===== config.mk =====
export PLATFORM = sky130hd
export DESIGN_NAME = anpr_regs
export DESIGN_NICKNAME = d
export VERILOG_FILES = /design/src/anpr_pkg.sv /design/src/anpr_page_capture.sv /design/src/anpr_regs.sv
export SDC_FILE = /design/constraint.sdc
export NUM_CORES = 1
export LEC_CHECK = 0
export BUFFER_PORTS_ARGS = -buffer_cell sky130_fd_sc_hd__buf_2
export CAP_MARGIN = 20
export CELL_PAD_IN_SITES_DETAIL_PLACEMENT = 0
export CELL_PAD_IN_SITES_GLOBAL_PLACEMENT = 1
export CORE_ASPECT_RATIO = 0.5
export CORE_MARGIN = 2
export CORE_UTILIZATION = 37
export DETAILED_ROUTE_END_ITERATION = 16
export PLACE_DENSITY = 0.83
export SETUP_SLACK_MARGIN = 0.4
export SYNTH_ARGS = -nofsm -noshare
export SYNTH_HDL_FRONTEND = slang
export SYNTH_HIERARCHICAL = 1
export SYNTH_SLANG_ARGS = --single-unit

===== constraint.sdc =====
create_clock -name ref_clk_i -period 2.1 [get_ports ref_clk_i]
set_clock_uncertainty 0.15 [all_clocks]
set_input_delay 0.42 -clock ref_clk_i [delete_from_list [all_inputs] [get_ports ref_clk_i]]
set_output_delay 0.42 -clock ref_clk_i [all_outputs]
set_load 0.005 [all_outputs]

===== src/anpr_pkg.sv =====
// Constants and carriers for the auto-negotiation page register group.
// Assumes a management front end that presents one 16-bit register access.
package anpr_pkg;
  // Register addresses on the management bus (5-bit register field)
  localparam logic [4:0] ANPR_ADDR_BASE_ABILITY = 5'h05;
  localparam logic [4:0] ANPR_ADDR_EXPANSION    = 5'h06;
  localparam logic [4:0] ANPR_ADDR_NP_TRANSMIT  = 5'h07;
  localparam logic [4:0] ANPR_ADDR_NP_RECEIVE   = 5'h08;
  // Reset values
  localparam logic [15:0] ANPR_RST_BASE_ABILITY = 16'h0000;
  localparam logic [15:0] ANPR_RST_NP_RECEIVE   = 16'h0000;
  localparam logic [10:0] ANPR_RST_NP_MESSAGE   = 11'h001;
  localparam logic        ANPR_RST_NP_MSG_PAGE  = 1'b1;
  localparam logic        ANPR_RST_NP_ACK2      = 1'b0;
  localparam logic        ANPR_RST_NP_NEXT      = 1'b0;
  localparam logic        ANPR_RST_NP_TOGGLE    = 1'b0;
  localparam logic        ANPR_RST_LOCAL_NP_HW  = 1'b1;
  localparam logic        ANPR_RST_LOCAL_NP_SW  = 1'b0;
  // Code word field positions
  localparam int ANPR_POS_MSG_HI    = 10;
  localparam int ANPR_POS_TOGGLE    = 11;
  localparam int ANPR_POS_ACK2      = 12;
  localparam int ANPR_POS_MSG_PAGE  = 13;
  localparam int ANPR_POS_ACK       = 14;
  localparam int ANPR_POS_NEXT_PAGE = 15;
  // Expansion register field positions
  localparam int ANPR_POS_LP_AN_ABLE  = 0;
  localparam int ANPR_POS_PAGE_RCVD   = 1;
  localparam int ANPR_POS_LOCAL_NP    = 2;
  localparam int ANPR_POS_LP_NP_ABLE  = 3;
  localparam int ANPR_POS_PD_FAULT    = 4;

  // One management access, already deserialised
  typedef struct packed {
    logic        rd;     // Read strobe, one cycle
    logic        wr;     // Write strobe, one cycle
    logic [4:0]  addr;   // Register address
    logic [15:0] wdata;  // Write data
  } anpr_mgmt_req_t;

  // Page event from the arbitration engine
  typedef struct packed {
    logic        valid;  // One-cycle page strobe
    logic        base;   // 1: base page, 0: next page
    logic [15:0] word;   // Complete received code word
  } anpr_page_t;
endpackage


===== src/anpr_page_capture.sv =====
// Captures one complete received code word into a held register.
// Assumes the word is stable in the cycle that its strobe is high.
`timescale 1ns/10ps
module anpr_page_capture
  import anpr_pkg::*;
#(
  parameter int          WIDTH     = 16,
  parameter logic [15:0] RST_VALUE = 16'h0000
) (
  input  wire logic             clk_i,      // System clock
  input  wire logic             rst_n_i,    // Synchronised reset, low
  input  wire logic             soft_rst_i, // Software reset pulse
  input  wire logic             load_i,     // Capture strobe
  input  wire logic [WIDTH-1:0] word_i,     // Word to capture
  output logic      [WIDTH-1:0] held_o      // Held copy
);
  logic [WIDTH-1:0] held_reg;   // Stored page
  logic [WIDTH-1:0] held_next;  // Next stored page

  // Whole word replaced at once, never field by field
  always_comb begin
    held_next = held_reg;
    if (soft_rst_i) begin
      held_next = RST_VALUE[WIDTH-1:0];
    end else if (load_i) begin
      held_next = word_i;
    end
  end

  // Register only
  always_ff @(posedge clk_i or negedge rst_n_i) begin
    if (!rst_n_i) begin
      held_reg <= RST_VALUE[WIDTH-1:0];
    end else begin
      held_reg <= held_next;
    end
  end

  assign held_o = held_reg;
endmodule


===== src/anpr_regs.sv =====
// Auto-negotiation page register group: partner base page, expansion,
// next page transmit and partner next page receive.
// Assumes a management front end delivering single-cycle accesses and an
// arbitration engine that strobes complete pages and takes tx words.
//
// Contract
// - 5.5 shows partner 10BASE-T half duplex
// - 5.6 shows partner 10BASE-T full duplex
// - 5.7/5.8 show partner 100BASE-TX half/full
// - 5.9 shows partner 100BASE-T4 ability
// - 5.10 shows partner symmetric pause
// - 5.11 shows partner asymmetric pause
// - 5.13 copies received remote fault bit
// - 5.14 copies received acknowledge bit
// - 5.15 copies received next page bit
// - 6.0 shows partner negotiation able
// - 6.1 page received latches until read
// - 6.2 local next page: hw 1, sw 0
// - 6.3 shows partner next page able
// - 6.4 parallel fault; 15:5 read zero
// - Writable message field sent, resets 0x001
// - Toggle bit kept by device, read-only
// - 7.12 writable acknowledge-2 sent as bit 12
// - Message page writable, defaults to one
// - 7.14 reserved, sent as zero
// - 7.15 writable next page flag sent
// - Received message field shown read-only
// - Received toggle, ack2, mp, ack shown
// - 8.15 shows received next page flag
`timescale 1ns/10ps
module anpr_regs
  import anpr_pkg::*;
#(
  parameter int DATA_W = 16   // Register width
) (
  input  wire logic              ref_clk_i,      // 125 MHz clock
  input  wire logic              arst_n_i,       // Async reset, low
  input  wire logic              soft_rst_i,     // Software reset pulse
  input  wire anpr_mgmt_req_t    mgmt_req_i,     // Management access
  output logic      [DATA_W-1:0] mgmt_rdata_o,   // Read data, registered
  output logic                   mgmt_rvalid_o,  // Read data valid pulse
  input  wire anpr_page_t        page_i,         // Received page strobe
  input  wire logic              lp_an_able_i,   // Partner negotiates
  input  wire logic              pd_fault_i,     // Parallel detect fault
  input  wire logic              np_sent_i,      // Tx next page taken
  output logic      [DATA_W-1:0] tx_word_o       // Next page tx word
);
  // Reset release
  // Only the assertion of the pin reset may be asynchronous: a release
  // near a clock edge would let some flops leave reset a cycle before
  // others, so the release passes two stages first.
  logic rst_meta_reg;  // First synchroniser stage
  logic rst_n;         // Synchronised reset

  // Assert immediately, release after two edges
  always_ff @(posedge ref_clk_i or negedge arst_n_i) begin
    if (!arst_n_i) begin
      rst_meta_reg <= 1'b0;
      rst_n        <= 1'b0;
    end else begin
      rst_meta_reg <= 1'b1;
      rst_n        <= rst_meta_reg;
    end
  end

  // Decoded access strobes
  // One access per strobe, so a plain address compare is enough;
  // the bus has no write mask and no byte lanes.
  function automatic logic hit(input anpr_mgmt_req_t r,
                               input logic [4:0] a);
    hit = (r.addr == a);
  endfunction

  logic rd_exp;   // Read of expansion register
  logic wr_ntx;   // Write of next page transmit
  assign rd_exp = mgmt_req_i.rd && hit(mgmt_req_i, ANPR_ADDR_EXPANSION);
  assign wr_ntx = mgmt_req_i.wr && hit(mgmt_req_i, ANPR_ADDR_NP_TRANSMIT);

  // Received page holders, whole-word capture
  // Both page kinds share one word bus; the base flag steers the strobe.
  // Each holder swaps its whole word at one edge, so a read never sees
  // half of an old page and half of a new one.
  logic [15:0] base_held;  // Partner base page
  logic [15:0] np_held;    // Partner next page
  logic        load_base;  // Base page strobe
  logic        load_np;    // Next page strobe
  assign load_base = page_i.valid && page_i.base;
  assign load_np   = page_i.valid && !page_i.base;

  anpr_page_capture #(
    .WIDTH     (16),
    .RST_VALUE (ANPR_RST_BASE_ABILITY)
  ) u_base_cap (
    .clk_i      (ref_clk_i),
    .rst_n_i    (rst_n),
    .soft_rst_i (soft_rst_i),
    .load_i     (load_base),
    .word_i     (page_i.word),
    .held_o     (base_held)
  );

  anpr_page_capture #(
    .WIDTH     (16),
    .RST_VALUE (ANPR_RST_NP_RECEIVE)
  ) u_np_cap (
    .clk_i      (ref_clk_i),
    .rst_n_i    (rst_n),
    .soft_rst_i (soft_rst_i),
    .load_i     (load_np),
    .word_i     (page_i.word),
    .held_o     (np_held)
  );

  // Expansion and transmit state
  // Live status inputs pass through one flop, so a read sees a value
  // that stood for a whole cycle; the page flag is the only latching bit.
  // Toggle belongs to the device: writes to bits 11 and 14 fall away.
  logic        page_rcvd_reg;    // Latched page received
  logic        page_rcvd_next;
  logic        local_np_reg;     // Local next page able
  logic        local_np_next;
  logic        lp_an_reg;        // Partner negotiation able
  logic        lp_an_next;
  logic        pd_fault_reg;     // Parallel detection fault
  logic        pd_fault_next;
  logic [10:0] np_msg_reg;       // Tx message field
  logic [10:0] np_msg_next;
  logic        np_toggle_reg;    // Tx toggle
  logic        np_toggle_next;
  logic        np_ack2_reg;      // Tx acknowledge 2
  logic        np_ack2_next;
  logic        np_mp_reg;        // Tx message page
  logic        np_mp_next;
  logic        np_next_reg;      // Tx next page flag
  logic        np_next_next;

  // Next values for status and transmit fields
  always_comb begin
    page_rcvd_next = page_rcvd_reg;
    local_np_next  = local_np_reg;
    lp_an_next     = lp_an_able_i;
    pd_fault_next  = pd_fault_i;
    np_msg_next    = np_msg_reg;
    np_toggle_next = np_toggle_reg;
    np_ack2_next   = np_ack2_reg;
    np_mp_next     = np_mp_reg;
    np_next_next   = np_next_reg;
    if (soft_rst_i) begin
      // Software reset: local next page drops to its soft value
      page_rcvd_next = 1'b0;
      local_np_next  = ANPR_RST_LOCAL_NP_SW;
      lp_an_next     = 1'b0;
      pd_fault_next  = 1'b0;
      np_msg_next    = ANPR_RST_NP_MESSAGE;
      np_toggle_next = ANPR_RST_NP_TOGGLE;
      np_ack2_next   = ANPR_RST_NP_ACK2;
      np_mp_next     = ANPR_RST_NP_MSG_PAGE;
      np_next_next   = ANPR_RST_NP_NEXT;
    end else begin
      // Read clears the latch; a page in the same cycle wins
      if (rd_exp) begin
        page_rcvd_next = 1'b0;
      end
      if (page_i.valid) begin
        page_rcvd_next = 1'b1;
      end
      // Writable fields; toggle and bit 14 ignore writes
      if (wr_ntx) begin
        np_msg_next  = mgmt_req_i.wdata[ANPR_POS_MSG_HI:0];
        np_ack2_next = mgmt_req_i.wdata[ANPR_POS_ACK2];
        np_mp_next   = mgmt_req_i.wdata[ANPR_POS_MSG_PAGE];
        np_next_next = mgmt_req_i.wdata[ANPR_POS_NEXT_PAGE];
      end
      // Toggle flips after each next page the engine sends
      if (np_sent_i) begin
        np_toggle_next = !np_toggle_reg;
      end
    end
  end

  // Register only
  always_ff @(posedge ref_clk_i or negedge rst_n) begin
    if (!rst_n) begin
      page_rcvd_reg <= 1'b0;
      local_np_reg  <= ANPR_RST_LOCAL_NP_HW;
      lp_an_reg     <= 1'b0;
      pd_fault_reg  <= 1'b0;
      np_msg_reg    <= ANPR_RST_NP_MESSAGE;
      np_toggle_reg <= ANPR_RST_NP_TOGGLE;
      np_ack2_reg   <= ANPR_RST_NP_ACK2;
      np_mp_reg     <= ANPR_RST_NP_MSG_PAGE;
      np_next_reg   <= ANPR_RST_NP_NEXT;
    end else begin
      page_rcvd_reg <= page_rcvd_next;
      local_np_reg  <= local_np_next;
      lp_an_reg     <= lp_an_next;
      pd_fault_reg  <= pd_fault_next;
      np_msg_reg    <= np_msg_next;
      np_toggle_reg <= np_toggle_next;
      np_ack2_reg   <= np_ack2_next;
      np_mp_reg     <= np_mp_next;
      np_next_reg   <= np_next_next;
    end
  end

  // Register images
  // Built from held state only, never from the live page bus, so a page
  // that arrives together with a read cannot tear the returned word.
  logic [15:0] base_img;  // Partner base ability image
  logic [15:0] exp_img;   // Expansion image
  logic [15:0] ntx_img;   // Next page transmit image

  // Base image: a straight copy of the received word, except bit 12, which reads zero
  always_comb begin
    base_img     = 16'h0000;
    base_img[4:0] = base_held[4:0];    // Selector field
    base_img[5]  = base_held[5];
    base_img[6]  = base_held[6];
    base_img[7]  = base_held[7];
    base_img[8]  = base_held[8];
    base_img[9]  = base_held[9];
    base_img[10] = base_held[10];
    base_img[11] = base_held[11];
    base_img[13] = base_held[13];
    base_img[14] = base_held[14];
    base_img[15] = base_held[15];
  end

  // Expansion image; upper bits reserved as zero
  always_comb begin
    exp_img = 16'h0000;
    exp_img[ANPR_POS_LP_AN_ABLE] = lp_an_reg;
    exp_img[ANPR_POS_PAGE_RCVD]  = page_rcvd_reg;
    exp_img[ANPR_POS_LOCAL_NP]   = local_np_reg;
    exp_img[ANPR_POS_LP_NP_ABLE] = base_held[15];
    exp_img[ANPR_POS_PD_FAULT]   = pd_fault_reg;
  end

  // Transmit word image; bit 14 stays zero
  always_comb begin
    ntx_img = 16'h0000;
    ntx_img[ANPR_POS_MSG_HI:0]     = np_msg_reg;
    ntx_img[ANPR_POS_TOGGLE]       = np_toggle_reg;
    ntx_img[ANPR_POS_ACK2]         = np_ack2_reg;
    ntx_img[ANPR_POS_MSG_PAGE]     = np_mp_reg;
    ntx_img[ANPR_POS_NEXT_PAGE]    = np_next_reg;
  end

  assign tx_word_o = ntx_img[DATA_W-1:0];

  // Read data, registered one cycle after the strobe
  // An expansion read clears the page flag at the edge that captures its
  // image, so that read still returns the set value; the next read shows
  // the cleared one. Writes never disturb this path.
  logic [15:0] rdata_reg;
  logic [15:0] rdata_next;
  logic        rvalid_reg;
  logic        rvalid_next;

  // Address decode; unmapped addresses read zero
  always_comb begin
    rvalid_next = mgmt_req_i.rd;
    rdata_next  = rdata_reg;
    if (mgmt_req_i.rd) begin
      if (mgmt_req_i.addr == ANPR_ADDR_BASE_ABILITY) begin
        rdata_next = base_img;
      end else if (mgmt_req_i.addr == ANPR_ADDR_EXPANSION) begin
        rdata_next = exp_img;   // Value before the clear
      end else if (mgmt_req_i.addr == ANPR_ADDR_NP_TRANSMIT) begin
        rdata_next = ntx_img;
      end else if (mgmt_req_i.addr == ANPR_ADDR_NP_RECEIVE) begin
        rdata_next = np_held;
      end else begin
        rdata_next = 16'h0000;
      end
    end
  end

  // Register only
  always_ff @(posedge ref_clk_i or negedge rst_n) begin
    if (!rst_n) begin
      rdata_reg  <= 16'h0000;
      rvalid_reg <= 1'b0;
    end else begin
      rdata_reg  <= rdata_next;
      rvalid_reg <= rvalid_next;
    end
  end

  assign mgmt_rdata_o  = rdata_reg[DATA_W-1:0];
  assign mgmt_rvalid_o = rvalid_reg;
endmodule


==> results of run 1 <==
final cells by class:
type	instances	area, um2
clock inverters	6	40.0
flip-flops and latches	69	1730
well taps	117	146
fillers	838	4670
clock buffers	10	229
repair buffers	88	498
multi-input cells	208	1280
inverters	7	26.3
final timing paths:
kind | start | endpoint | slack, ns | cells after the start
hold / removal | rst_n | np_msg_reg[6] | 0.14 | 1
setup reg to reg | np_msg_reg[4] | mgmt_rdata_o[4] | 0.79 | 4
max in group asynchronous | rst_n | np_mp_reg | 1.34 | 1
min in group ref_clk_i | mgmt_req_i[0] | np_msg_reg[0] | 0.17 | 3
hold reg to reg | rst_n | np_msg_reg[6] | 0.14 | 1
setup / recovery | np_mp_reg | tx_word_o[13] | 0.53 | 1
per-layer routing:
| layer | global-route usage [%] | share of wire [%] | vias to the layer above |
|---|---|---|---|
| li1 | - | - | 1205 |
| met1 | 25.5 | 51 | 1138 |
| met2 | 26.5 | 44 | 42 |
| met3 | 4.28 | 4.0 | 9 |
| met4 | 4.98 | 0.92 | 0 |
| met5 | 0 | 0 | - |
power groups by stage:
stage	combinational, mW	clock, mW	sequential [mW]
2_1_floorplan	0.167	0	1.44
3_3_place_gp	0.284	0	1.43
3_5_place_dp	0.287	0	1.43
4_1_cts	0.290	1.38	1.40
5_1_grt	0.319	1.44	1.41
6_report	0.285	1.35	1.40
through the flow:
| step | cell area [um2] | std cells | hold slack [ns] | util (%) |
|---|---|---|---|---|
| finish | 3950 | 505 | 0.140 | 45.8 |
| global route | 3950 | 505 | 0.171 | 45.8 |
| CTS | 3950 | 505 | 0.164 | 45.8 |
| detailed placement | 3670 | 488 | 0.0610 | 42.6 |
| global placement | 3670 | 488 | 0.0561 | 42.6 |
| floorplan | 3240 | 313 | -0.0256 | - |
worst register-to-register path: cells and delay by family, from the launching register on:
kind / cells / cell delay, ns
simple gates: 1 / 0.15
compound gates: 3 / 0.48
flops: 1 / 0.40
cells in the final DEF (no fill, tap or decap), drive strengths merged:
cell type    count
buf             87
dfrtp           66
nor2            36
a21oi           36
mux2i           31
nand2           25
nand2b          14
nand3           11
clkbuf          10
o311ai           9
inv              7
o21ai            7
o22ai            6
a22oi            6
nor2b            5
clkinv           5
nor3             4
a22o             4
dfstp            3
and2             3
conb             2
and2b            2
nor3b            1
and3             1
xnor2            1
nor4b            1
and3b            1
xor2             1
nand3b           1
clkinvlp         1
dlygate4sd3      1
==> flow_metrics.py, run 1 <==
metrics = {
    "synthesis": {
        "postSynthAreaPerCell_um2": 10.4,
        "syn-num-nets": 360,
        "netlist_instances": 313,
        "yosysWarningCount": 6,
        "syn_area_um2": 3240,
    },
    "power_and_ir_drop": {
        "total_power_mw": 3.04,
        "combPwrFrac_pct": 9.4,
        "seqPwrFrac_pct": 46.2,
        "swShare_pct": 24.6,
        "power.leakage_nw": 1.86,
        "power.switching_uw": 747,
        "internal-power_mw": 2.29,
        "irDropWorstVdd_mv": 0.431,
        "power_frac_clock_pct": 44.5,
        "power_density_nw_per_um2": 770,
    },
    "die": {
        "core_area_um2": 8620,
        "initial_core_util_pct": 37.6,
        "ioPinCount": 80,
        "die_h_um": 70.2,
        "fp-row-count": 24,
        "fp.dieArea_um2": 9570,
        "fp.dieW_um": 136,
    },
    "detailed_routing": {
        "detail_route.wl_per_cell_um": 15.4,
        "ant_nets": 0,
        "firstDrtPassIters": 4,
        "dr.first_iter.drc_count": 225,
        "finalWirelength_um": 7790,
        "via_count": 2394,
        "via_per_inst": 4.74,
        "route.detailed.drc": 0,
    },
    "critical_path": {
        "cp.required_ns": 1.53,
        "path_buf_inv": 1,
        "end_kind": "primary output",
        "slowest_stage": "dfstp_2",
        "cp.arrival_ns": 1.00,
        "cpPeakStageDelay_ns": 0.56,
        "cp_max_fo": 3,
        "path_cells": "buf_2",
        "path_class": "flop to primary output",
        "start_kind": "flop",
        "path_delay_family": "flip-flops",
    },
    "global_route": {
        "grt_first_pass_wirelength_um": 12800,
        "antenna_found_initial": 0,
        "grt_overflow": 0,
        "grt_usage_pct": 17.6,
        "grt_max_degree": 68,
        "grt_pass1_vias": 2454,
    },
    "clock_tree": {
        "cts-root-buf": "clkbuf_16",
        "cts_resized": 0,
        "cts_hold_buf": 1,
        "cts.sinks": 69,
        "clock_latency_ns": 0.32,
        "numCtsBuffers": 9,
        "cts_max_level": 3,
        "clk_pin_slew_ns": 0.05,
        "cts_tree": "yes",
        "cts_buffer_depth": 2,
        "postCtsSetupRepairBufs": 0,
    },
    "sta": {
        "timing.fmax_mhz": 637,
        "setup_viol": 0,
        "finalCritPeriodShare_pct": 74.8,
        "setup_slack_ns": 0.530,
        "fin_setup_tns_ns": 0,
        "rsz0062_at_grt": "no",
        "slew_violations": 0,
        "fin_crit_ns": 1.57,
        "hold_viol_final": 0,
    },
    "run": {
        "drv_cap": 0,
    },
    "run_status": {
        "status": "finished clean",
    },
    "worst_hold_path": {
        "min_path_type": "flop to asynchronous set/reset pin",
    },
    "cells_and_area": {
        "num-nets-final": 430,
        "n_antenna_cell": 0,
        "syn2layout_area_growth_pct": 21.8,
        "drive_above_1_share_pct": 29.6,
    },
    "placed_design": {
        "gp_congestion": 0.776,
        "hpwl_um": 5360,
        "port_buffers": 76,
        "place_ws_ns": 0.262,
    },
}
Note: power is estimated with default switching activity, not from simulation.
==> inputs of run 2 (changes only) <==
Settings changed: ABC_AREA set to 1, CORE_UTILIZATION 37 to 39, PLACE_DENSITY 0.83 to 0.87.
Clock period 2.1 ns to 1.5 ns, I/O delays scaled along.
==> flow_metrics.py, run 2 <==
metrics = {
    "run_status": {
        "status": "finished clean",
    },
    "clock_tree": {
        "cts.sinks": 69,
        "cts_tree": "yes",
        "cts-root-buf": "clkbuf_16",
        "cts_max_level": 3,
        "clock_latency_ns": 0.34,
        "numCtsBuffers": 9,
        "clk_pin_slew_ns": 0.05,
        "cts_buffer_depth": 2,
    },
    "die": {
        "initial_core_util_pct": 40.2,
        "fp.dieArea_um2": 9060,
        "ioPinCount": 80,
        "die_h_um": 68.3,
        "fp-row-count": 23,
        "core_area_um2": 8030,
        "fp.dieW_um": 133,
    },
    "cells_and_area": {
        "instances_no_fill": 640,
        "final_common_cell": "nand2_1",
        "num-nets-final": 570,
        "register_area_um2": 1730,
        "layout_common_cells": "nand2_1, buf_2, dfrtp_1, nand3_1, buf_4",
        "drive_above_1_share_pct": 40.8,
        "n_fill_cell": 742,
        "syn2layout_area_growth_pct": 43.4,
        "multiInputGateArea_um2": 1430,
    },
    "synthesis": {
        "netlist_instances": 396,
        "yosysWarningCount": 6,
        "syn-num-nets": 443,
        "syn_area_um2": 3230,
        "postSynthAreaPerCell_um2": 8.15,
    },
    "detailed_routing": {
        "firstDrtPassIters": 4,
        "via_count": 2973,
        "ant_nets": 0,
        "via_per_inst": 4.65,
        "route.detailed.drc": 0,
        "finalWirelength_um": 9150,
        "detail_route.wl_per_cell_um": 14.3,
        "dr.first_iter.drc_count": 246,
    },
    "sta": {
        "hold_viol_final": 0,
        "setup_viol": 0,
        "slew_violations": 0,
        "setup_slack_ns": 0.0786,
        "finalCritPeriodShare_pct": 94.8,
        "timing.fmax_mhz": 704,
        "fin_crit_ns": 1.42,
        "rsz0062_at_grt": "yes",
    },
    "critical_path": {
        "r2r-end": "mgmt_rdata_o[3]",
        "cpPeakStageDelay_ns": 0.53,
        "rr_startpoint": "np_msg_reg[3]",
        "start_kind": "flop",
        "path_buf_inv": 1,
        "cp_max_fo": 2,
        "cp.arrival_ns": 0.97,
        "cp.required_ns": 1.05,
        "end_kind": "primary output",
        "path_delay_family": "flip-flops",
        "reg2reg_setup_slack_ns": 0.23,
        "r2r_cells": 5,
        "slowest_stage": "dfstp_2",
        "path_class": "flop to primary output",
        "path_cells": "buf_2",
    },
    "global_route": {
        "grt_pass1_vias": 2779,
        "antenna_found_initial": 0,
        "grt_overflow": 0,
        "grt_max_degree": 23,
        "grt_usage_pct": 21.5,
        "grt_first_pass_wirelength_um": 14400,
    },
    "power_and_ir_drop": {
        "power_density_nw_per_um2": 1000,
        "irDropWorstVdd_mv": 0.576,
        "power.leakage_nw": 2.51,
    },
    "placed_design": {
        "hpwl_um": 6300,
        "port_buffers": 76,
        "place_ws_ns": -0.0309,
        "gp_congestion": 0.856,
        "dp.cells": 582,
    },
    "worst_hold_path": {
        "min_path_type": "input port to flop",
        "worstHoldStart": "mgmt_req_i[1]",
        "hold_end": "np_msg_reg[1]",
        "whs_path_depth": 3,
    },
    "run": {
        "drv_cap": 0,
    },
}
[run 2: where the power goes]
| part | internal (mW) | leakage [nW] | switching [mW] |
|---|---|---|---|
| sequential | 1.94 | 0.913 | 0.0576 |
| clock | 1.33 | 0.145 | 0.815 |
| combinational | 0.210 | 1.45 | 0.277 |
[run 2: final cells by class]
type / instances / area share (%)
clock buffers: 10 / 5.16
clock inverters: 5 / 1.30
well taps: 112 / 3.03
flip-flops and latches: 69 / 37.5
inverters: 27 / 2.60
multi-input cells: 281 / 31.0
repair buffers: 135 / 19.4
diodes: 1 / 0.0541
[run 2: what timing repair did]
item / CTS / global route
setup endpoints to repair: 55 / 66
hold endpoints to repair: 5 / 0
buffers inserted: 22 / 12
pin swaps: 5 / 26
hold buffers: 4 / 0
gates cloned: 1 / 3
resized for setup: 20 / 49
[run 2: worst max path at each step]
stage	start	end	cells past startpoint
3_3_place_gp	mgmt_req_i[19]	np_msg_reg[0]	9
6_report	np_msg_reg[0]	tx_word_o[0]	1
4_1_cts	np_msg_reg[0]	tx_word_o[0]	1
5_1_grt	np_msg_reg[0]	tx_word_o[0]	1
3_5_place_dp	mgmt_req_i[19]	np_ack2_reg	8
2_1_floorplan	mgmt_req_i[19]	np_msg_reg[10]	8
[run 2: stage by stage]
step                      cell area (um2)  utilization [%]  power (mW)  TNS (ns)  hold slack (ns)
after floorplan                      3260                -        2.23         0           -0.146
after global placement               3790             47.2        2.43         0          -0.0643
after detailed placement             3790             47.2        2.43   -0.0601          -0.0609
after CTS                            4370             54.4        4.62         0         0.000873
after global routing                 4630             57.6        4.80         0           0.0107
final                                4630             57.6        4.63         0           0.0110
[run 2: routing by layer]
| layer | share of wire (%) | wire length (um) | vias to the layer above | global-route usage [%] |
|---|---|---|---|---|
| met4 | 1.2 | 106 | 0 | 7.66 |
| met5 | 0 | 0 | - | 0 |
| met1 | 49 | 4530 | 1379 | 30.7 |
| li1 | - | - | 1506 | - |
| met3 | 6.4 | 588 | 8 | 6.30 |
| met2 | 43 | 3930 | 80 | 31.2 |
==> inputs of run 3 (changes only) <==
Settings changed: RECOVER_POWER set to 100.
==> flow_metrics.py, run 3 (synthesis results as in run 2) <==
metrics = {
    "critical_path": {
        "path_buf_inv": 1,
        "slowest_stage": "dfstp_2",
        "cpPeakStageDelay_ns": 0.53,
        "path_class": "flop to primary output",
        "end_kind": "primary output",
        "rr_startpoint": "np_msg_reg[3]",
        "reg2reg_setup_slack_ns": 0.24,
        "r2r-end": "mgmt_rdata_o[3]",
        "cp_max_fo": 2,
        "crit_start": "np_msg_reg[0]",
        "cp.required_ns": 1.05,
        "path_cells": "buf_2",
        "path_delay_family": "flip-flops",
        "r2r_cells": 5,
        "start_kind": "flop",
        "cp.arrival_ns": 0.97,
    },
    "power_and_ir_drop": {
        "power_density_nw_per_um2": 1020,
        "irDropWorstVdd_mv": 0.575,
        "power.leakage_nw": 2.40,
        "total_power_mw": 4.60,
    },
    "sta": {
        "timing.slew.headroom_pct": 44.4,
        "max_slew.worst_pin.slew_ns": 0.833,
        "fin_crit_ns": 1.42,
        "hold_viol_final": 0,
        "holdWs_ns": 0.00814,
        "rsz0062_at_grt": "yes",
        "finalCritPeriodShare_pct": 94.7,
        "slew_violations": 0,
        "timing.fmax_mhz": 704,
        "setup_viol": 0,
    },
    "clock_tree": {
        "cts.sinks": 69,
        "cts-root-buf": "clkbuf_16",
        "clock_latency_ns": 0.34,
        "numCtsBuffers": 9,
        "cts_tree": "yes",
        "cts_buffer_depth": 2,
        "cts_max_level": 3,
        "clk_pin_slew_ns": 0.06,
    },
    "die": {
        "initial_core_util_pct": 40.2,
        "die_h_um": 68.3,
        "fp.dieArea_um2": 9060,
        "fp.dieW_um": 133,
        "core_area_um2": 8030,
        "fp-row-count": 23,
        "ioPinCount": 80,
    },
    "cells_and_area": {
        "multiInputGateArea_um2": 1380,
        "register_area_um2": 1730,
        "drive_above_1_share_pct": 33.8,
        "layout_common_cells": "nand2_1, dfrtp_1, buf_2, nand3_1, nor2_1",
        "final_common_cell": "nand2_1",
        "syn2layout_area_growth_pct": 39.9,
        "n_fill_cell": 778,
        "num-nets-final": 570,
    },
    "global_route": {
        "grt_usage_pct": 21.5,
        "grt_pass1_vias": 2779,
        "grt_max_degree": 23,
        "grt_overflow": 0,
        "antenna_found_initial": 0,
        "grt_first_pass_wirelength_um": 14400,
    },
    "detailed_routing": {
        "firstDrtPassIters": 4,
        "ant_nets": 0,
        "via_per_inst": 4.69,
        "via_count": 2999,
        "finalWirelength_um": 9180,
        "dr.first_iter.drc_count": 271,
        "route.detailed.drc": 0,
        "detail_route.wl_per_cell_um": 14.3,
    },
    "worst_hold_path": {
        "hold_end": "np_msg_reg[10]",
        "min_path_type": "input port to flop",
        "whs_path_depth": 3,
        "worstHoldStart": "mgmt_req_i[10]",
    },
    "run_status": {
        "status": "finished clean",
    },
    "placed_design": {
        "hpwl_um": 6300,
        "gp_congestion": 0.856,
        "port_buffers": 76,
    },
    "run": {
        "drv_cap": 0,
    },
}
## run 3: changes by cell type in the layout (fill, tap and decap cells not counted), moves of 3 or more
| cell | previous run | this run |
|---|---|---|
| clkbuf_1 | 0 | 22 |
| buf_2 | 75 | 57 |
| nand2_1 | 108 | 114 |
| buf_4 | 44 | 39 |
| nand2_2 | 24 | 19 |
| o21ai_0 | 0 | 5 |
| o21ai_1 | 7 | 4 |
## run 3: worst max path at each step
stage,end,depth (start not counted)
2_1_floorplan,np_msg_reg[10],8
3_3_place_gp,np_msg_reg[0],9
3_5_place_dp,np_ack2_reg,8
4_1_cts,tx_word_o[0],1
5_1_grt,mgmt_rdata_o[15],7
6_report,tx_word_o[0],1
## run 3: final cells by class
| type | count | area share, % |
|---|---|---|
| clock buffers | 10 | 5.30 |
| diodes | 1 | 0.0554 |
| repair buffers | 135 | 18.7 |
| multi-input cells | 281 | 30.6 |
| clock inverters | 5 | 1.33 |
| flip-flops and latches | 69 | 38.3 |
| inverters | 27 | 2.61 |
| well taps | 112 | 3.11 |
## run 3: through the flow
stage | setup TNS [ns] | utilization (%) | area, um2 | setup WS [ns] | cells
finish | 0 | 56.2 | 4510 | 0.0795 | 640
global route | 0 | 56.2 | 4510 | 0.0437 | 639
detailed placement | -0.0601 | 47.2 | 3790 | -0.0309 | 582
CTS | 0 | 54.4 | 4370 | 0.0355 | 624
floorplan | 0 | - | 3260 | 0.243 | 396
global placement | 0 | 47.2 | 3790 | 0.0000995 | 582
## run 3: timing repair
action | CTS | global route
gates resized for setup | 20 | 49
pin swaps | 5 | 26
hold buffers | 4 | 0
endpoints found under the hold margin | 5 | 0
buffers inserted | 22 | 12
gates cloned | 1 | 3
endpoints found under the setup margin | 55 | 66
## run 3: power by group
part           internal, mW  leakage [nW]  total, mW  switching (mW)
sequential             1.94         0.914       2.00          0.0581
clock                  1.33         0.145       2.14           0.813
combinational         0.197          1.35      0.466           0.270
## run 3: layer usage
metal | vias to the layer above | track usage [%] | routed length, um
li1 | 1504 | - | -
met1 | 1395 | 30.7 | 4500
met2 | 92 | 31.2 | 3930
met3 | 8 | 6.30 | 645
met4 | 0 | 7.66 | 106
met5 | - | 0 | 0
